File: src/hdl/omr_cfg.svh
`ifndef OMR_CFG_SVH
`define OMR_CFG_SVH
// ----------------------------------------
// field positions
// ----------------------------------------
`define OMR_WIDTH        24
`define OMR_SEN_BIT      20
`define OMR_WRP_BIT      19
`define OMR_EOV_BIT      18
`define OMR_EUN_BIT      17
`define OMR_XYS_BIT      16
`define OMR_ATE_BIT      15
`define OMR_APD_BIT      14
`define OMR_ABE_BIT      13
`define OMR_BRT_BIT      12
`define OMR_TAS_BIT      11
`define OMR_BE_BIT       10
`define OMR_CDP_HI       9
`define OMR_CDP_LO       8
`define OMR_MS_BIT       7
`define OMR_SD_BIT       6
`define OMR_EBD_BIT      4
// ----------------------------------------
// masks and reset values
// ----------------------------------------
`define OMR_WR_MASK      24'h1fffdf
`define OMR_LOW_MASK     24'h00ffff
`define OMR_STACK_MASK   24'h1f0000
`define OMR_RESET_VAL    24'h000300
// ----------------------------------------
// timing
// ----------------------------------------
`define OMR_STOP_LONG_CYC  131072
`define OMR_STOP_SHORT_CYC 16
`define OMR_CACHE_BURST    4
`endif

File: src/hdl/omr_pkg.sv
package omr_pkg;
    typedef enum logic [1:0] {
        OMR_CDP_COMPARE,
        OMR_CDP_DMA_HIGH,
        OMR_CDP_EQUAL,
        OMR_CDP_CORE_HIGH
    } omr_cdp_t;

    typedef struct packed {
        logic       wr_en;
        logic [1:0] op;
        logic [23:0] data;
    } omr_wr_t;

    typedef struct packed {
        logic push_req;
        logic pull_req;
        logic wrap_start;
        logic [4:0] stack_pointer;
        logic [4:0] stack_size;
    } omr_stack_t;

    typedef struct packed {
        logic [23:0] omr;
        logic        rst_seen;
        logic [3:0]  attr_out;
        logic        stack_err;
        logic        core_wins;
        logic [2:0]  burst_len;
        logic        uf_counts;
        logic        bus_release_extra;
        logic        bus_enable;
        logic        grant_q;
        logic        busy_q;
        logic        ack_q;
        logic [17:0] stop_cnt;
        logic        stop_done;
    } omr_state_t;
endpackage

File: src/hdl/omr_core.sv
`timescale 1ns/1ns
`include "omr_cfg.svh"
module omr_core (
    input  wire logic               clock,
    input  wire logic               resetn,
    input  wire logic [3:0]         mode_pins,
    input  wire omr_pkg::omr_wr_t   wr,
    input  wire omr_pkg::omr_stack_t stk,
    input  wire logic [3:0]         attr_req,
    input  wire logic [1:0]         core_priority_field,
    input  wire logic [1:0]         dma_priority,
    input  wire logic               bus_grant_in,
    input  wire logic               bus_busy_in,
    input  wire logic               transfer_ack_in,
    input  wire logic               stop_exit,
    output logic [23:0]             operating_mode_control,
    output logic [3:0]              address_attribute_out,
    output logic                    stack_error,
    output logic                    core_wins,
    output logic [2:0]              burst_len,
    output logic                    uf_counts,
    output logic                    bus_release_extra,
    output logic                    bus_enable,
    output logic                    grant_accepted,
    output logic                    busy_accepted,
    output logic                    ack_accepted,
    output logic                    stop_done
);
    // ----------------------------------------
    // write opcodes
    // ----------------------------------------
    localparam logic [1:0] OP_MOVE = 2'h0;
    localparam logic [1:0] OP_AND  = 2'h1;
    localparam logic [1:0] OP_OR   = 2'h2;
    localparam logic [17:0] STOP_LONG  = 18'(`OMR_STOP_LONG_CYC);
    localparam logic [17:0] STOP_SHORT = 18'(`OMR_STOP_SHORT_CYC);

    // ----------------------------------------
    // input synchronisers
    // ----------------------------------------
    logic grant_s;
    logic busy_s;
    logic ack_s;
    logic grant_raw_r;
    logic busy_raw_r;
    logic ack_raw_r;
    logic [3:0] mode_meta_r;
    logic [3:0] mode_sync_r;

    omr_sync2 u_sync_grant (.clock(clock), .resetn(resetn), .d(bus_grant_in), .q(grant_s));
    omr_sync2 u_sync_busy  (.clock(clock), .resetn(resetn), .d(bus_busy_in),  .q(busy_s));
    omr_sync2 u_sync_ack   (.clock(clock), .resetn(resetn), .d(transfer_ack_in), .q(ack_s));

    // direct path still registered once; partner keeps these synchronous
    always_ff @(posedge clock) begin
        grant_raw_r <= bus_grant_in;
        busy_raw_r  <= bus_busy_in;
        ack_raw_r   <= transfer_ack_in;
    end

    // mode pins are static in reset but still come from outside the clock domain
    always_ff @(posedge clock) begin
        mode_meta_r <= mode_pins;
        mode_sync_r <= mode_meta_r;
    end

    // ----------------------------------------
    // state
    // ----------------------------------------
    omr_pkg::omr_state_t st_r;
    omr_pkg::omr_state_t st_nxt;
    logic [23:0]         w;
    logic [23:0]         m;
    logic                ov_ev;
    logic                un_ev;
    omr_pkg::omr_cdp_t   core_dma_priority;

    always_comb begin
        st_nxt = st_r;
        m      = st_r.omr;
        w      = st_r.omr;
        ov_ev  = 1'b0;
        un_ev  = 1'b0;
        core_dma_priority    = omr_pkg::omr_cdp_t'(st_r.omr[`OMR_CDP_HI:`OMR_CDP_LO]);
        // instruction writes
        if (wr.wr_en) begin
            unique case (wr.op)
                OP_MOVE: w = wr.data;
                OP_AND:  w = st_r.omr & (wr.data | `OMR_STACK_MASK);
                OP_OR:   w = st_r.omr | (wr.data & `OMR_LOW_MASK);
                default: w = st_r.omr;
            endcase
            m = w & `OMR_WR_MASK;
        end
        // implicit stack updates
        if (m[`OMR_SEN_BIT] || st_r.omr[`OMR_SEN_BIT]) begin
            ov_ev = st_r.omr[`OMR_SEN_BIT] && stk.push_req
                    && (stk.stack_pointer == stk.stack_size);
            un_ev = st_r.omr[`OMR_SEN_BIT] && stk.pull_req
                    && (stk.stack_pointer == 5'h00);
        end
        if (st_r.omr[`OMR_SEN_BIT] && stk.wrap_start) begin
            m[`OMR_WRP_BIT] = 1'b1;
        end
        if (ov_ev) begin
            m[`OMR_EOV_BIT] = 1'b1;
        end
        if (un_ev) begin
            m[`OMR_EUN_BIT] = 1'b1;
        end
        st_nxt.omr = m;
        // stack error on a rising flag
        st_nxt.stack_err = (m[`OMR_EOV_BIT] & ~st_r.omr[`OMR_EOV_BIT])
                         | (m[`OMR_EUN_BIT] & ~st_r.omr[`OMR_EUN_BIT]);
        st_nxt.uf_counts = st_r.omr[`OMR_SEN_BIT];
        // attribute priority
        if (st_r.omr[`OMR_APD_BIT]) begin
            st_nxt.attr_out = attr_req;
        end else if (attr_req[3]) begin
            st_nxt.attr_out = 4'h8;
        end else if (attr_req[2]) begin
            st_nxt.attr_out = 4'h4;
        end else if (attr_req[1]) begin
            st_nxt.attr_out = 4'h2;
        end else begin
            st_nxt.attr_out = {3'h0, attr_req[0]};
        end
        // core versus dma
        unique case (core_dma_priority)
            omr_pkg::OMR_CDP_COMPARE:   st_nxt.core_wins =
                (core_priority_field >= dma_priority);
            omr_pkg::OMR_CDP_DMA_HIGH:  st_nxt.core_wins = 1'b0;
            omr_pkg::OMR_CDP_EQUAL:     st_nxt.core_wins = 1'b1;
            omr_pkg::OMR_CDP_CORE_HIGH: st_nxt.core_wins = 1'b1;
        endcase
        st_nxt.burst_len = st_r.omr[`OMR_BE_BIT] ? 3'(`OMR_CACHE_BURST) : 3'h1;
        st_nxt.bus_release_extra = st_r.omr[`OMR_BRT_BIT];
        st_nxt.bus_enable = ~st_r.omr[`OMR_EBD_BIT];
        st_nxt.grant_q = st_r.omr[`OMR_ABE_BIT] ? grant_s : grant_raw_r;
        st_nxt.busy_q  = st_r.omr[`OMR_ABE_BIT] ? busy_s  : busy_raw_r;
        st_nxt.ack_q   = st_r.omr[`OMR_TAS_BIT] ? ack_s   : ack_raw_r;
        // stop exit delay
        st_nxt.stop_done = 1'b0;
        if (stop_exit) begin
            st_nxt.stop_cnt = st_r.omr[`OMR_SD_BIT] ? STOP_SHORT : STOP_LONG;
        end else if (st_r.stop_cnt != 18'h0) begin
            st_nxt.stop_cnt = st_r.stop_cnt - 18'h1;
            st_nxt.stop_done = (st_r.stop_cnt == 18'h1);
        end
        st_nxt.rst_seen = 1'b1;
    end

    always_ff @(posedge clock) begin
        if (!resetn) begin
            st_r          <= '0;
            st_r.omr      <= `OMR_RESET_VAL;
            st_r.bus_enable <= 1'b1;
            st_r.core_wins  <= 1'b1;
            st_r.burst_len  <= 3'h1;
            st_r.omr[3:0] <= mode_sync_r;
        end else begin
            st_r <= st_nxt;
        end
    end

    // ----------------------------------------
    // outputs
    // ----------------------------------------
    // space select, trace and memory switch reach their users through this value
    assign operating_mode_control = st_r.omr;
    assign address_attribute_out  = st_r.attr_out;
    assign stack_error            = st_r.stack_err;
    assign core_wins              = st_r.core_wins;
    assign burst_len              = st_r.burst_len;
    assign uf_counts              = st_r.uf_counts;
    assign bus_release_extra      = st_r.bus_release_extra;
    assign bus_enable             = st_r.bus_enable;
    assign grant_accepted         = st_r.grant_q;
    assign busy_accepted          = st_r.busy_q;
    assign ack_accepted           = st_r.ack_q;
    assign stop_done              = st_r.stop_done;

    // ----------------------------------------
    // assertions
    // ----------------------------------------
    property p_reserved;
        @(posedge clock) disable iff (!resetn) st_r.omr[23:21] == 3'h0;
    endproperty
    a_reserved: assert property (p_reserved) else $error("reserved bits nonzero");

    property p_ovf_err;
        @(posedge clock) disable iff (!resetn)
        ($rose(st_r.omr[`OMR_EOV_BIT])) |-> st_r.stack_err;
    endproperty
    a_ovf_err: assert property (p_ovf_err) else $error("no stack error on overflow");

    property p_ovf_set;
        @(posedge clock) disable iff (!resetn)
        (st_r.omr[`OMR_SEN_BIT] && stk.push_req && stk.stack_pointer == stk.stack_size)
        |=> st_r.omr[`OMR_EOV_BIT];
    endproperty
    a_ovf_set: assert property (p_ovf_set) else $error("overflow flag not set");

    property p_un_set;
        @(posedge clock) disable iff (!resetn)
        (st_r.omr[`OMR_SEN_BIT] && stk.pull_req && stk.stack_pointer == 5'h00)
        |=> st_r.omr[`OMR_EUN_BIT];
    endproperty
    a_un_set: assert property (p_un_set) else $error("underflow flag not set");

    property p_wrp_sticky;
        @(posedge clock) disable iff (!resetn)
        (st_r.omr[`OMR_WRP_BIT] && !(wr.wr_en && wr.op == OP_MOVE)) |=> st_r.omr[`OMR_WRP_BIT];
    endproperty
    a_wrp_sticky: assert property (p_wrp_sticky) else $error("wrap flag lost");

    property p_attr_one;
        @(posedge clock) disable iff (!resetn)
        !st_r.omr[`OMR_APD_BIT] |=> $onehot0(st_r.attr_out);
    endproperty
    a_attr_one: assert property (p_attr_one) else $error("attributes not exclusive");

    property p_burst;
        @(posedge clock) disable iff (!resetn)
        st_r.omr[`OMR_BE_BIT] |=> st_r.burst_len == 3'h4;
    endproperty
    a_burst: assert property (p_burst) else $error("burst length wrong");

    property p_cdp_dma;
        @(posedge clock) disable iff (!resetn)
        (st_r.omr[9:8] == 2'h1) |=> !st_r.core_wins;
    endproperty
    a_cdp_dma: assert property (p_cdp_dma) else $error("dma precedence wrong");

    // cycles since the last stop exit, saturating; checks the short delay end point
    logic [4:0] stop_age_r;
    logic       stop_short_r;

    always_ff @(posedge clock) begin
        if (!resetn) begin
            stop_age_r   <= 5'h1f;
            stop_short_r <= 1'b0;
        end else if (stop_exit) begin
            stop_age_r   <= 5'h00;
            stop_short_r <= st_r.omr[`OMR_SD_BIT];
        end else if (stop_age_r != 5'h1f) begin
            stop_age_r   <= stop_age_r + 5'h01;
        end
    end

    property p_stop_short;
        @(posedge clock) disable iff (!resetn)
        stop_short_r |-> (st_r.stop_done == (stop_age_r == 5'(`OMR_STOP_SHORT_CYC)));
    endproperty
    a_stop_short: assert property (p_stop_short) else $error("short stop delay wrong");

    property p_ebd;
        @(posedge clock) disable iff (!resetn)
        st_r.omr[`OMR_EBD_BIT] |=> !st_r.bus_enable;
    endproperty
    a_ebd: assert property (p_ebd) else $error("bus not disabled");

    property p_un_err;
        @(posedge clock) disable iff (!resetn)
        $rose(st_r.omr[`OMR_EUN_BIT]) |-> st_r.stack_err;
    endproperty
    a_un_err: assert property (p_un_err) else $error("no stack error on underflow");

    property p_err_cause;
        @(posedge clock) disable iff (!resetn)
        st_r.stack_err |-> ($rose(st_r.omr[`OMR_EOV_BIT]) || $rose(st_r.omr[`OMR_EUN_BIT]));
    endproperty
    a_err_cause: assert property (p_err_cause) else $error("stack error without flag rise");

    property p_high_kept;
        @(posedge clock) disable iff (!resetn)
        (wr.wr_en && wr.op != OP_MOVE && !stk.push_req && !stk.pull_req && !stk.wrap_start)
        |=> st_r.omr[23:16] == $past(st_r.omr[23:16]);
    endproperty
    a_high_kept: assert property (p_high_kept) else $error("logic write changed stack byte");

    property p_cdp_core;
        @(posedge clock) disable iff (!resetn)
        (st_r.omr[`OMR_CDP_HI:`OMR_CDP_LO] == 2'h3) |=> st_r.core_wins;
    endproperty
    a_cdp_core: assert property (p_cdp_core) else $error("core precedence wrong");

    property p_uf;
        @(posedge clock) disable iff (!resetn)
        1'b1 |=> (st_r.uf_counts == $past(st_r.omr[`OMR_SEN_BIT]));
    endproperty
    a_uf: assert property (p_uf) else $error("pointer underflow mode wrong");
endmodule

File: src/hdl/omr_sync2.sv
`timescale 1ns/1ns
module omr_sync2 (
    input  wire logic clock,
    input  wire logic resetn,
    input  wire logic d,
    output logic      q
);
    logic s1_r;
    always_ff @(posedge clock) begin
        if (!resetn) begin
            s1_r <= 1'b0;
            q    <= 1'b0;
        end else begin
            s1_r <= d;
            q    <= s1_r;
        end
    end
endmodule

File: config.mk
export PLATFORM = sky130hd
export DESIGN_NAME = omr_core
export DESIGN_NICKNAME = d
export VERILOG_FILES = /design/src/hdl/omr_pkg.sv /design/src/hdl/omr_core.sv /design/src/hdl/omr_sync2.sv
export VERILOG_INCLUDE_DIRS = /design/src /design/src/hdl
export SDC_FILE = /design/constraint.sdc
export NUM_CORES = 1
export LEC_CHECK = 0
export BUFFER_PORTS_ARGS = -buffer_cell sky130_fd_sc_hd__buf_2
export CAP_MARGIN = 20
export CORE_UTILIZATION = 45
export CTS_CLUSTER_DIAMETER = 120
export DETAILED_ROUTE_END_ITERATION = 10
export GPL_TIMING_DRIVEN = 1
export PLACE_DENSITY = 0.82
export SETUP_SLACK_MARGIN = 0.2
export SLEW_MARGIN = 20
export SYNTH_ARGS = -nofsm -noshare
export SYNTH_HDL_FRONTEND = slang
export SYNTH_SLANG_ARGS = --single-unit
File: constraint.sdc
create_clock -name clock -period 3.8 [get_ports clock]
set_input_delay 0.38 -clock clock [delete_from_list [all_inputs] [get_ports clock]]
set_output_delay 0.38 -clock clock [all_outputs]
set_load 0.02 [all_outputs]
Yosys cells after proc, flatten, opt, wreduce, memory -nomap -nowiden
Index checks and enable logic that the tools add are counted.
{"block": "classes", "add_sub_neg": 1, "shifts": 0, "n_mux": 21, "n_lt_le_gt_ge": 1, "bitwise_logic": 10, "n_eq_ne": 9, "n_reduce_logical": 19, "n_mul": 0, "div": 0}
{"operator": "21-bit one-hot mux with 3 select lines", "count": 1}
{"operator": "39-bit 2-to-1 mux", "count": 1}
{"operator": "18-bit 2-to-1 mux", "count": 2}
{"operator": "21-bit bitwise AND", "count": 1}
{"operator": "21-bit 2-to-1 mux", "count": 1}
{"operator": "21-bit by 16-bit bitwise OR with 21-bit output", "count": 1}
{"operator": "19-bit 2-to-1 mux", "count": 1}
{"operator": "18-bit by 1-bit == test with 1-bit output (second input constant)", "count": 1}
{"operator": "18-bit nonzero test", "count": 1}
{"operator": "18-bit by 1-bit subtractor with 18-bit output (second input constant)", "count": 1}
{"operator": "1-bit 2-to-1 mux", "count": 9}
{"operator": "4-bit 2-to-1 mux", "count": 2}
{"operator": "2-bit == test (second input constant)", "count": 3}
{"operator": "3-bit 2-to-1 mux", "count": 2}
{"operator": "2-bit AND reduction", "count": 3}
{"operator": "5-bit == test", "count": 1}
{"operator": "1-bit logical AND", "count": 5}
{"operator": "5-bit logical NOT", "count": 1}
{"operator": "1-bit NOT", "count": 5}
{"operator": "2-bit by 1-bit == test with 1-bit output (second input constant)", "count": 2}
{"operator": "2-bit logical NOT", "count": 2}
{"operator": "4-bit by 1-bit != test with 1-bit output (second input constant)", "count": 1}
{"operator": "2-bit nonzero test", "count": 2}
{"operator": "4-bit nonzero test", "count": 1}
{"operator": "10 further kinds", "count": 11}
{"block": "word_totals", "mem_count": 0, "latchBits": 0, "inputBits": 58, "mem_bits_rw": 0, "regBits": 71, "mem_bits_ro": 0, "out_inout_bits": 40}

Depth between registers and ports, before layout
Gate-level depths: netlist of the first run.
{"block": "depth", "ltp_word": 9, "depth_mapped": 9}

By module
Synthesis of the first run repeated with hierarchy kept, for this count alone.
{"block": "hier_totals", "hier_cells": 331, "area_unflattened_um2": 3100.5}
{"module": "omr_core", "area_each_um2": 2942.8, "seq_area_each_um2": 1321.3, "instances": 1, "cells_each": 319}
{"module": "omr_sync2", "area_each_um2": 52.6, "seq_area_each_um2": 40.0, "instances": 3, "cells_each": 4}

Worst setup path before layout of the first run
No wires, ideal clock.
{"block": "synth_path", "kind": "register to register", "startpoint": "register st_r[1] in the netlist's numbering", "endpoint": "register st_r[17] in the netlist's numbering", "path_stages_with_launch": 8, "required_time_ns": 3.730, "t_arrival_ns": 1.973, "path_slack_ns": 1.757, "path_buffers": 1, "period_less_slack_ns": 2.043, "path_cell_list": "dfxtp_1 -> inv_1 -> ha_1 -> or3b_2 -> or2_1 -> buf_2 -> or4_1 -> a21oi_1"}
{"block": "synth_via", "elab_chain_cells": 3, "word_cells_on_any_way": 5}
{"element": "start: declaration", "line_no": "omr_core.sv:70", "text": "omr_pkg::omr_state_t st_r;"}
{"element": "start signal: assignment", "line_no": "omr_core.sv:162", "text": "st_r <= st_nxt;"}
{"element": "18-bit by 1-bit subtractor with 18-bit output", "line_no": "omr_core.sv:147", "text": "st_nxt.stop_cnt = st_r.stop_cnt - 18'h1;"}
{"element": "19-bit 2-to-1 mux", "line_no": "omr_core.sv:146", "text": "end else if (st_r.stop_cnt != 18'h0) begin"}
{"element": "18-bit 2-to-1 mux", "line_no": "omr_core.sv:144", "text": "if (stop_exit) begin"}
Parallel ways exist; a longest one is shown, timed or not. The select of a mux whose other input is x is not followed.
A chain may end at the register's enable or synchronous reset.

Worst setup path in the final report of the first run
{"block": "layout_path", "startpoint": "register st_r[10] in the netlist's numbering", "endpoint": "register st_r[1] in the netlist's numbering"}
{"block": "layout_via", "elab_chain_cells": 2}
{"element": "18-bit nonzero test", "line_no": "omr_core.sv:146"}
{"element": "2-bit nonzero test (no line)"}
No other way between the ends.

==> results of run 1 <==
## cell type report
cell class	instances	area (sq um)	area share [%]
inverter	15	56.3	1.61
tap	77	96.3	2.75
clock buffer	10	128	3.64
sequential	70	1440	41.1
timing repair buffer	88	440	12.6
clock inverter	6	86.3	2.46
multi-input combinational	207	1250	35.8
## final timing paths
path	startpoint	to	slack (ps)	cells after the start
hold reg to reg	mode_meta_r[1]	mode_sync_r[1]	330	0
hold / removal	mode_pins[0]	mode_meta_r[0]	150	1
setup reg to reg	st_r[10]	st_r[1]	1490	5
setup / recovery	st_r[10]	st_r[1]	1490	5
## synthesized netlist by cell type, types with 8 or more instances
master / instances
dfxtp_1: 66
a21oi_1: 35
buf_4: 31
nor2_1: 31
inv_1: 15
nor3_1: 14
and2_1: 12
nand2_1: 12
o21ai_0: 12
clkbuf_1: 10
xor2_1: 10
ha_1: 8
## registers in the layout (all words and copies together), names as in the netlist, 2 cells and up
register,cells
mode_sync_r,4
mode_meta_r,4
st_r,18
address_attribute_out,4
burst_len,2
operating_mode_control,20
## report_power, final
part | internal [uW] | switching, uW | total [uW]
registers | 849 | 97.8 | 947
logic | 375 | 554 | 929
clock network | 369 | 273 | 642
## per-stage QoR
step	area, sq um	setup WS [ps]	hold slack (ps)	instances	util [%]
after floorplan	3040	1760	310	336	-
after global placement	3290	1590	311	457	51.2
after detailed placement	3290	1540	312	457	51.2
after CTS	3500	1510	124	473	54.5
after global routing	3500	1280	119	473	54.5
final	3500	1490	146	473	54.5
## logic make-up (layout without fill, tap and decap cells)
logic type	Yosys count	after routing	synth area share, %
simple gates	109	109	19.1
flops	70	70	47.7
compound gates	66	66	12.9
buf+inv	59	119	11.3
xor+xnor	16	16	4.64
fa+ha+maj	8	8	3.31
mux	3	3	0.994
other cells	1	5	0.124
## worst reg2reg max path, cell delays in order, from the launching register on
cell	delay, ps
dfxtp_1	340
nor4_1	650
nand4_1	520
or2_0	450
xnor2_1	180
nor2_1	50
## layer usage
layer	wire length [microns]	GRT usage, %	share of wire, %
met3	234	3.46	3.8
met4	166	12.2	2.7
met2	2980	31.1	48
met5	0	0	0
met1	2840	21.8	46
==> out/summary.log, run 1 <==
qor: yosys.seq_area_frac_synth 47.7%
qor: worst_setup_path.critical-path-max-stage-delay 650 ps
qor: global_routing.grt_antenna_before_repair 0
qor: sta.rsz0062_at_grt no
qor: yosys.post-synth-top-area-cell dfxtp_1
qor: worst_setup_path.path_max_fanout 11
qor: yosys.async_reset_ff_share 0%
qor: placed_design.place.gp.congestion 0.839
qor: cts.number_of_hold_repair_buffers_added_at_the_cts_stage 0
qor: yosys.postSynthRegisterBits 70
qor: sta.period_share 60.9%
qor: sta.fmaxAchievable 432 MHz
qor: die.die_boundary_height 83.9 microns
qor: power_and_ir_drop.leakage_dissipation 0.00158 uW
qor: cells_and_area.layout.filler_cells 621
qor: worst_setup_path.cp_slowest_cell nor4_1
qor: die.design.die.area 7050 sq um
qor: sta.final_max_slew_viol_count 0
qor: yosys.cell_count_after_synthesis 332
qor: yosys.number_of_flops_mapped_to_enable_cells_by_yosys 4
qor: die.initial_core_util 47.0%
qor: yosys.ys_dominant_reg_cell dfxtp_1
qor: yosys.mappedNetlistArea 3020 sq um
qor: cts.htree_levels 3
qor: cells_and_area.antennaDiodeCount 0
qor: global_routing.grt_usage 18.6%
qor: drt.dr.first_iter.drc_count 92
qor: placed_design.portBuffers 88
qor: yosys.synth_top_cell_area_share 43.7%
qor: cells_and_area.area_growth 15.9%
qor: yosys.ys_types 50
qor: worst_setup_path.worstPathBufferInverterCount 0
qor: die.ioPinCount 98
qor: worst_setup_path.cpLargestDelayFamily simple AND/OR/NAND/NOR gates
qor: drt.totalWireLength 6220 microns
qor: cells_and_area.nets 457
qor: cts.ctsLongestPathBuffers 2
qor: global_routing.grt_pass1_wl 10,400 microns
qor: outcome.violations_in_the_final_reports DRC
qor: flow_run.max_cap_violations 0
qor: yosys.synthesis.yosys.warnings 0
qor: sta.tns_setup 0 ps
qor: power_and_ir_drop.p_total 2520 uW
qor: cts.tritoncts yes
qor: die.fp.coreArea 6420 sq um
qor: outcome.status complete, but fails checks
qor: power_and_ir_drop.power-per-cell-area 719 nW/um^2
qor: sta.report.final.setup_viol 0
qor: cts.root_buffer_cell clkbuf_8
qor: drt.detailedRoute.firstPassIterationCount 9
qor: cts.cts.clk_slew.worst_paths 70 ps
qor: global_routing.grt_max_degree 27
qor: placed_design.dp_hpwl 4390 microns
qor: cells_and_area.layout.cells.most_common_list 88 x buf_2, 66 x dfxtp_1, 35 x a21oi_1
qor: worst_setup_path.setup.worst_path.class reg2reg
qor: worst_setup_path.cp-start-kind flop
qor: sta.hold_viol_final 0
qor: drt.drt.antenna.violating_nets 0
qor: worst_setup_path.worstPathCellList nor4_1 > nand4_1 > or2_0 > xnor2_1 > nor2_1
qor: global_routing.grt_pass1_vias 2,355
qor: yosys.synthesis.area_per_instance 9.10 sq um
qor: cells_and_area.leading_cell_type_in_the_layout_fill_and_taps_excluded buf_2
qor: worst_setup_path.critPathCaptureType flop
qor: drt.vias 2,433
qor: sta.finClkSkew 7.09 ps
qor: drt.routed_via_density 5.14
qor: sta.tightest_slew 712 ps
qor: worst_hold_path.min_delay_path_class in2reg
qor: cts.clock_latency 330 ps
qor: drt.route.detailed.drc 11
qor: cts.cts_buffers 9
qor: drt.post_drt_wl_per_cell 13.2 microns
qor: worst_setup_path.worstPathRequired 4000 ps
qor: worst_setup_path.worst-endpoint-arrival 2520 ps
qor: global_routing.grt_remaining_overflow 0
qor: cts.post_cts_setup_buffers 0
qor: power_and_ir_drop.vdd.ir_drop.worst 0.342 mV
qor: die.die-width 83.9 microns
qor: cells_and_area.drive_gt1_share 27.5%
qor: cts.cts_resized 0
qor: yosys.netlist_top_cells_area dfxtp_1 44%, buf_4 7.7%, a21oi_1 5.8%
qor: sta.max-slew-margin-rel 52.1%
qor: die.std_cell_rows 29
qor: sta.final_period_minus_worst_setup_slack 2310 ps
qor: cts.tritoncts_num_sinks 70
Power figures use the tool's default switching activity.
==> run 2, diff against run 1 <==
--- a/config.mk
+++ b/config.mk
@@ -6,13 +6,14 @@
 export SDC_FILE = /design/constraint.sdc
 export NUM_CORES = 1
 export LEC_CHECK = 0
+export ABC_AREA = 1
 export BUFFER_PORTS_ARGS = -buffer_cell sky130_fd_sc_hd__buf_2
 export CAP_MARGIN = 20
 export CORE_UTILIZATION = 45
 export CTS_CLUSTER_DIAMETER = 120
 export DETAILED_ROUTE_END_ITERATION = 10
 export GPL_TIMING_DRIVEN = 1
-export PLACE_DENSITY = 0.82
+export PLACE_DENSITY = 0.84
 export SETUP_SLACK_MARGIN = 0.2
 export SLEW_MARGIN = 20
 export SYNTH_ARGS = -nofsm -noshare
==> constraint.sdc (replaced) <==
create_clock -name clock -period 2 [get_ports clock]
set_input_delay 0.2 -clock clock [delete_from_list [all_inputs] [get_ports clock]]
set_output_delay 0.2 -clock clock [all_outputs]
set_load 0.02 [all_outputs]
==> out/summary.log, run 2 <==
qor: worst_setup_path.critical-path-max-stage-delay 350 ps [was 650 ps]
qor: cts.tritoncts yes [unchanged]
qor: placed_design.dp_hpwl 5490 microns [was 4390 microns]
qor: drt.routed_via_density 4.77 [was 5.14]
qor: drt.dr.first_iter.drc_count 133 [was 92]
qor: cells_and_area.antennaDiodeCount 0 [unchanged]
qor: cts.cts.clk_slew.worst_paths 70 ps [about the same]
qor: die.die_boundary_height 87.4 microns [was 83.9 microns]
qor: global_routing.grt_pass1_wl 11,800 microns [was 10,400 microns]
qor: cts.htree_levels 3 [unchanged]
qor: sta.tightest_slew 513 ps [was 712 ps]
qor: global_routing.grt_remaining_overflow 0 [unchanged]
qor: sta.report.final.setup_viol 0 [unchanged]
qor: cells_and_area.largest_reg_flops 20 [unchanged]
qor: cts.root_buffer_cell clkbuf_8 [unchanged]
qor: die.std_cell_rows 30 [was 29]
qor: cts.tritoncts_num_sinks 70 [unchanged]
qor: drt.totalWireLength 7200 microns [was 6220 microns]
qor: global_routing.grtUsageMet2 35.3% [was 31.1%]
qor: yosys.netlist_top_cells_area dfxtp_1 40%, nand2_1 12%, buf_4 7.3% [was dfxtp_1 44%, buf_4 7.7%, a21oi_1 5.8%]
qor: worst_hold_path.min_delay_path_class in2reg [unchanged]
qor: global_routing.grt_antenna_before_repair 0 [unchanged]
qor: cells_and_area.nets 583 [was 457]
qor: yosys.synthesis.area_per_instance 7.38 sq um [was 9.10 sq um]
qor: yosys.post-synth-top-count-cell nand2_1 [was dfxtp_1]
qor: worst_setup_path.cp_slowest_cell dfxtp_1 [was nor4_1]
qor: sta.rsz0062_at_grt no [unchanged]
qor: power_and_ir_drop.power-per-cell-area 1450 nW/um^2 [was 719 nW/um^2]
qor: global_routing.grt_pass1_vias 2,797 [was 2,355]
qor: placed_design.pre_cts_ws 296 ps [was 1540 ps]
qor: cts.ctsLongestPathBuffers 2 [unchanged]
qor: yosys.postSynthRegisterBits 70 [unchanged]
qor: yosys.ys_types 34 [was 50]
qor: worst_setup_path.cpLargestDelayFamily simple AND/OR/NAND/NOR gates [unchanged]
qor: yosys.seq_area_frac_synth 43.9% [was 47.7%]
qor: die.ioPinCount 98 [unchanged]
qor: placed_design.placedInstanceArea 3590 sq um [was 3290 sq um]
qor: sta.final_max_slew_viol_count 0 [unchanged]
qor: cells_and_area.design_area 3910 sq um [was 3500 sq um]
qor: die.die-width 87.4 microns [was 83.9 microns]
qor: outcome.status finished, final reports clean [was complete, but fails checks]
qor: cts.post_cts_setup_buffers 0 [unchanged]
qor: drt.drt.antenna.violating_nets 0 [unchanged]
qor: cells_and_area.drive_gt1_share 23.4% [was 27.5%]
qor: yosys.post-synth-top-area-cell dfxtp_1 [unchanged]
qor: yosys.ys_dominant_reg_cell dfxtp_1 [unchanged]
qor: global_routing.grt_usage 19.9% [was 18.6%]
qor: worst_setup_path.worstPathBufferInverterCount 1 [was 0]
qor: yosys.cell_count_after_synthesis 445 [was 332]
qor: sta.fmaxAchievable 603 MHz [was 432 MHz]
qor: yosys.synthesis.yosys.warnings 0 [unchanged]
qor: drt.detailedRoute.firstPassIterationCount 4 [was 9]
qor: worst_setup_path.cp-start-kind flop [unchanged]
qor: global_routing.globalRouteMet1Util 21.8% [about the same]
qor: power_and_ir_drop.vdd.ir_drop.worst 0.524 mV [was 0.342 mV]
qor: sta.setup_slack_of_the_critical_path_after_layout 342 ps [was 1490 ps]
qor: worst_setup_path.worstPathRequired 2220 ps [was 4000 ps]
qor: sta.period_share 82.9% [was 60.9%]
qor: yosys.async_reset_ff_share 0% [unchanged]
qor: cts.clock_latency 340 ps [was 330 ps]
qor: yosys.synth.top_cells.by_count 104 x nand2_1, 66 x dfxtp_1, 59 x inv_1 [was 66 x dfxtp_1, 35 x a21oi_1, 31 x buf_4, 31 x nor2_1, 15 x inv_1]
qor: yosys.number_of_flops_mapped_to_enable_cells_by_yosys 4 [unchanged]
qor: sta.max-slew-margin-rel 65.8% [was 52.1%]
qor: drt.route.detailed.drc 0 [was 11]
qor: sta.final_period_minus_worst_setup_slack 1660 ps [was 2310 ps]
qor: die.fp.coreArea 6910 sq um [was 6420 sq um]
qor: global_routing.most_used_layer_global_route met2 [unchanged]
qor: global_routing.grt_max_degree 26 [was 27]
qor: drt.vias 2,948 [was 2,433]
qor: die.design.die.area 7640 sq um [was 7050 sq um]
qor: worst_setup_path.setup.worst_path.class reg2reg [unchanged]
qor: global_routing.grtUsageMet3 7.11% [was 3.46%]
qor: cells_and_area.layout.cells.most_common_list 104 x nand2_1, 88 x buf_2, 66 x dfxtp_1 [was 88 x buf_2, 66 x dfxtp_1, 35 x a21oi_1]
qor: worst_setup_path.worstPathCellList inv_1 > ha_2 > nand2_2 > nor2_4 > nand3_4 > nand2_1 > o21ai_0 [was nor4_1 > nand4_1 > or2_0 > xnor2_1 > nor2_1]
qor: placed_design.portBuffers 88 [unchanged]
qor: cells_and_area.leading_cell_type_in_the_layout_fill_and_taps_excluded nand2_1 [was buf_2]
qor: worst_setup_path.worst-endpoint-arrival 1880 ps [was 2520 ps]
qor: drt.post_drt_wl_per_cell 11.6 microns [was 13.2 microns]
qor: sta.hold_viol_final 0 [unchanged]
qor: cells_and_area.area_growth 19.0% [was 15.9%]
qor: cts.cts_buffers 9 [unchanged]
qor: worst_setup_path.path_max_fanout 16 [was 11]
qor: yosys.synth_top_cell_area_share 40.2% [was 43.7%]
qor: placed_design.place.gp.congestion 0.873 [was 0.839]
qor: yosys.mappedNetlistArea 3280 sq um [was 3020 sq um]
qor: power_and_ir_drop.leakage_dissipation 0.00203 uW [was 0.00158 uW]
qor: sta.tns_setup 0 ps [unchanged]
qor: flow_run.max_cap_violations 0 [unchanged]
qor: die.initial_core_util 47.5% [was 47.0%]
qor: sta.finClkSkew 7.73 ps [was 7.09 ps]
qor: worst_setup_path.critPathCaptureType flop [unchanged]
run 2: changes by cell type after synthesis, sizes merged, moves of 4 or more:
cell and delta:
nand2 +93, and2 -12, nand2b -7, xnor2 -4
clkbuf -5, nor3 -5, o31ai +4, inv +47
a211oi +8, or3 -4, nor2 +28, a21oi -11
xor2 -9, nand3 +22
run 2: final timing paths:
path | slack, ps | start | end | cells past startpoint
worst max-delay path | 340 | st_r[1] | st_r[18] | 7
worst min-delay path | 60 | attr_req[1] | address_attribute_out[0] | 2
worst max register to register | 340 | st_r[1] | st_r[18] | 7
worst min register to register | 340 | mode_meta_r[3] | mode_sync_r[3] | 0
run 2: logic make-up (layout without fill, tap and decap cells):
family	count (synthesis)	in the layout	share of synthesized area (%)
compound gates	54	54	9.91
xor+xnor	3	3	0.800
fa+ha+maj	8	8	3.05
buf+inv	102	175	15.7
flops	70	70	43.9
other cells	1	5	0.114
simple gates	207	207	26.6
run 2: repair_timing:
| item | in CTS | in global routing |
|---|---|---|
| gates resized for setup | 0 | 1 |
| hold buffers | 7 | 0 |
| endpoints found under the setup margin | 0 | 3 |
| endpoints found under the hold margin | 7 | 0 |
run 2: routing by layer:
layer	vias to the layer above	part of all wire, %
li1	1509	-
met1	1337	42
met2	93	50
met3	9	6.9
met4	0	0.75
met5	-	0
run 2: through the flow:
step / instances / power [uW] / hold WS (ps) / util (%)
final: 618 / 5670 / 60.2 / 56.6
after CTS: 618 / 5670 / 44.1 / 56.5
after global routing: 618 / 6140 / 55.9 / 56.6
after global placement: 595 / 4160 / 303 / 52.0
after floorplan: 449 / 3860 / 228 / -
after detailed placement: 595 / 4280 / 304 / 52.0
run 2: where the power goes:
group	switching (uW)	internal, uW	total, uW
Clock	531	833	1360
Sequential	200	1630	1830
Combinational	1580	895	2480
Total	2310	3360	5670
run 2: final cells by class:
| cell class | instances | area [sq um] |
|---|---|---|
| Clock inverter | 7 | 119 |
| Fill cell | 658 | 3000 |
| Tap cell | 96 | 120 |
| Clock buffer | 9 | 124 |
| Inverter | 62 | 233 |
| Multi-Input combinational cell | 277 | 1350 |
| Timing Repair Buffer | 97 | 526 |
| Sequential cell | 70 | 1440 |
==> run 3, diff against run 2 <==
--- a/config.mk
+++ b/config.mk
@@ -13,7 +13,7 @@
 export CTS_CLUSTER_DIAMETER = 120
 export DETAILED_ROUTE_END_ITERATION = 10
 export GPL_TIMING_DRIVEN = 1
-export PLACE_DENSITY = 0.84
+export PLACE_DENSITY = 0.81
 export SETUP_SLACK_MARGIN = 0.2
 export SLEW_MARGIN = 20
 export SYNTH_ARGS = -nofsm -noshare
==> constraint.sdc (replaced) <==
create_clock -name clock -period 1.7 [get_ports clock]
set_input_delay 0.17 -clock clock [delete_from_list [all_inputs] [get_ports clock]]
set_output_delay 0.17 -clock clock [all_outputs]
set_load 0.02 [all_outputs]
==> out/summary.log, run 3 (synthesized netlist as in run 2, its figures left out) <==
qor: sta.period_share 83.4% [was 82.9%]
qor: worst_setup_path.worst-endpoint-arrival 1690 ps [was 1880 ps]
qor: worst_hold_path.hold-path-cell-count 2 [unchanged]
qor: sta.final_max_slew_viol_count 0 [unchanged]
qor: worst_setup_path.cp-start-kind flop [unchanged]
qor: sta.hold_viol_final 0 [unchanged]
qor: worst_setup_path.path_max_fanout 8 [was 16]
qor: cells_and_area.nets 588 [was 583]
qor: worst_setup_path.worstPathBufferInverterCount 2 [was 1]
qor: drt.detailedRoute.firstPassIterationCount 4 [unchanged]
qor: outcome.status finished, final reports clean [unchanged]
qor: drt.post_drt_wl_per_cell 11.3 microns [was 11.6 microns]
qor: placed_design.pre_cts_ws 102 ps [was 296 ps]
qor: sta.final.hold.worst_slack 29.2 ps [was 60.2 ps]
qor: drt.dr.first_iter.drc_count 143 [was 133]
qor: global_routing.grt_max_degree 28 [was 26]
qor: power_and_ir_drop.power-per-cell-area 1700 nW/um^2 [was 1450 nW/um^2]
qor: cells_and_area.largest_reg_flops 20 [unchanged]
qor: global_routing.grt_pass1_vias 2,648 [was 2,797]
qor: power_and_ir_drop.p_total 6700 uW [was 5670 uW]
qor: sta.fmaxAchievable 705 MHz [was 603 MHz]
qor: power_and_ir_drop.leakage_dissipation 0.00204 uW [was 0.00203 uW]
qor: drt.vias 2,947 [was 2,948]
qor: flow_run.max_cap_violations 0 [unchanged]
qor: sta.tns_setup 0 ps [unchanged]
qor: cts.clock_latency 340 ps [about the same]
qor: worst_setup_path.timing.reg2reg.worst_path_depth 8 [was 7]
qor: cts.htree_levels 3 [unchanged]
qor: drt.m1WireLength 2930 microns [was 3030 microns]
qor: die.ioPinCount 98 [unchanged]
qor: die.die-width 87.4 microns [unchanged]
qor: cts.root_buffer_cell clkbuf_8 [unchanged]
qor: worst_hold_path.min_delay_path_class in2reg [unchanged]
qor: cells_and_area.layout.cells.most_common_list 103 x nand2_1, 88 x buf_2, 65 x dfxtp_1 [was 104 x nand2_1, 88 x buf_2, 66 x dfxtp_1]
qor: cts.ctsLongestPathBuffers 2 [unchanged]
qor: cts.cts.clk_slew.worst_paths 70 ps [about the same]
qor: cells_and_area.leading_cell_type_in_the_layout_fill_and_taps_excluded nand2_1 [unchanged]
qor: cts.tritoncts_num_sinks 70 [unchanged]
qor: cells_and_area.drive_gt1_share 24.7% [was 23.4%]
qor: worst_setup_path.critPathCaptureType flop [unchanged]
qor: power_and_ir_drop.vdd.ir_drop.worst 0.802 mV [was 0.524 mV]
qor: worst_setup_path.launch_point_of_the_worst_path st_r[1] [unchanged]
qor: worst_hold_path.worstHoldEndpoint address_attribute_out[2] [was address_attribute_out[0]]
qor: drt.maxUsedRoutingLayer met4 [unchanged]
qor: worst_setup_path.critical-path-max-stage-delay 360 ps [was 350 ps]
qor: drt.drt.antenna.violating_nets 0 [unchanged]
qor: worst_setup_path.cpLargestDelayFamily simple AND/OR/NAND/NOR gates [unchanged]
qor: placed_design.dp_hpwl 5150 microns [was 5490 microns]
qor: worst_setup_path.worstPathCellList inv_4 > ha_4 > nand2_2 > nor2_4 > nand3_4 > inv_2 > nand2_1 > a21oi_2 [was inv_1 > ha_2 > nand2_2 > nor2_4 > nand3_4 > nand2_1 > o21ai_0]
qor: placed_design.portBuffers 88 [unchanged]
qor: worst_setup_path.cp_slowest_cell dfxtp_4 [was dfxtp_1]
qor: die.design.die.area 7640 sq um [unchanged]
qor: drt.totalWireLength 7050 microns [was 7200 microns]
qor: worst_setup_path.ff2ff_setup_slack 280 ps [was 340 ps]
qor: sta.rsz0062_at_grt yes [was no]
qor: worst_setup_path.worstPathRequired 1970 ps [was 2220 ps]
qor: global_routing.grt_antenna_before_repair 0 [unchanged]
qor: sta.setup_slack_of_the_critical_path_after_layout 282 ps [was 342 ps]
qor: worst_setup_path.timing.rr.end st_r[1] [was st_r[18]]
qor: drt.routed_via_density 4.73 [was 4.77]
qor: global_routing.grt_remaining_overflow 0 [unchanged]
qor: sta.finClkSkew 4.35 ps [was 7.73 ps]
qor: global_routing.grt_pass1_wl 11,500 microns [was 11,800 microns]
qor: cells_and_area.layout.filler_cells 660 [was 658]
qor: sta.report.final.setup_viol 0 [unchanged]
qor: drt.route.detailed.drc 0 [unchanged]
qor: die.die_boundary_height 87.4 microns [unchanged]
qor: worst_hold_path.worst_hold_launch attr_req[3] [was attr_req[1]]
qor: die.fp.coreArea 6910 sq um [unchanged]
qor: cts.tritoncts yes [unchanged]
qor: sta.final_period_minus_worst_setup_slack 1420 ps [was 1660 ps]
qor: worst_setup_path.setup.worst_path.class reg2reg [unchanged]
qor: drt.routed-wl-met3 481 microns [was 498 microns]
qor: cts.cts_buffers 9 [unchanged]
qor: worst_setup_path.timing.rr.start st_r[1] [unchanged]
qor: placed_design.place.gp.congestion 0.861 [was 0.873]
qor: cells_and_area.postLayoutCoreUtil 57.1% [was 56.6%]
qor: drt.met2RoutedLength 3570 microns [was 3620 microns]
qor: die.initial_core_util 47.5% [unchanged]
qor: global_routing.grt_usage 19.3% [was 19.9%]
qor: cells_and_area.antennaDiodeCount 0 [unchanged]
qor: cells_and_area.area_growth 20.0% [was 19.0%]
qor: die.std_cell_rows 30 [unchanged]
[run 3: cell count changes in the layout (fill, tap and decap cells not counted), moves of 2 or more]
cell	delta
inv_1	-2
clkbuf_1	+2
bufinv_16	-2
buf_4	+4
clkbuf_8	+2
[run 3: area by class of cell]
type	count	area, sq um	share of cell area (%)
clock buffer	13	159	4.03
clock inverter	3	42.5	1.08
inverter	62	235	5.97
multi-input combinational	278	1380	35.1
sequential	70	1450	36.7
tap	96	120	3.05
timing repair buffer	101	556	14.1
[run 3: routing by layer]
metal / global-route usage, % / vias to the layer above
met5: 0 / -
met1: 22.8 / 1321
li1: - / 1524
met4: 6.71 / 0
met3: 4.55 / 9
met2: 34.2 / 93
[run 3: worst max-delay path by stage]
stage               cells after the start  endpoint
floorplan                               8   st_r[5]
global placement                        7  st_r[18]
detailed placement                      7  st_r[18]
CTS                                     8   st_r[7]
global route                            8   st_r[1]
finish                                  8   st_r[1]
[run 3: stage by stage]
step	instance area, sq um	cells
after CTS	3900	621
final	3940	623
after floorplan	3300	449
after global placement	3610	597
after detailed placement	3610	597
after global routing	3940	623
[run 3: what timing repair did]
action / 4_1_cts / 5_1_grt
setup endpoints to repair: 18 / 19
hold endpoints to repair: 7 / 0
resized for setup: 2 / 9
hold buffers: 7 / 0
cloned: 1 / 0
buffers inserted: 0 / 2
pin swaps: 1 / 2
[run 3: where the power goes]
group	leakage [uW]	total (uW)	internal (uW)	switching [uW]
Sequential	0.000586	2170	1930	248
Clock	0.0000996	1340	757	585
Combinational	0.00135	3180	1200	1980
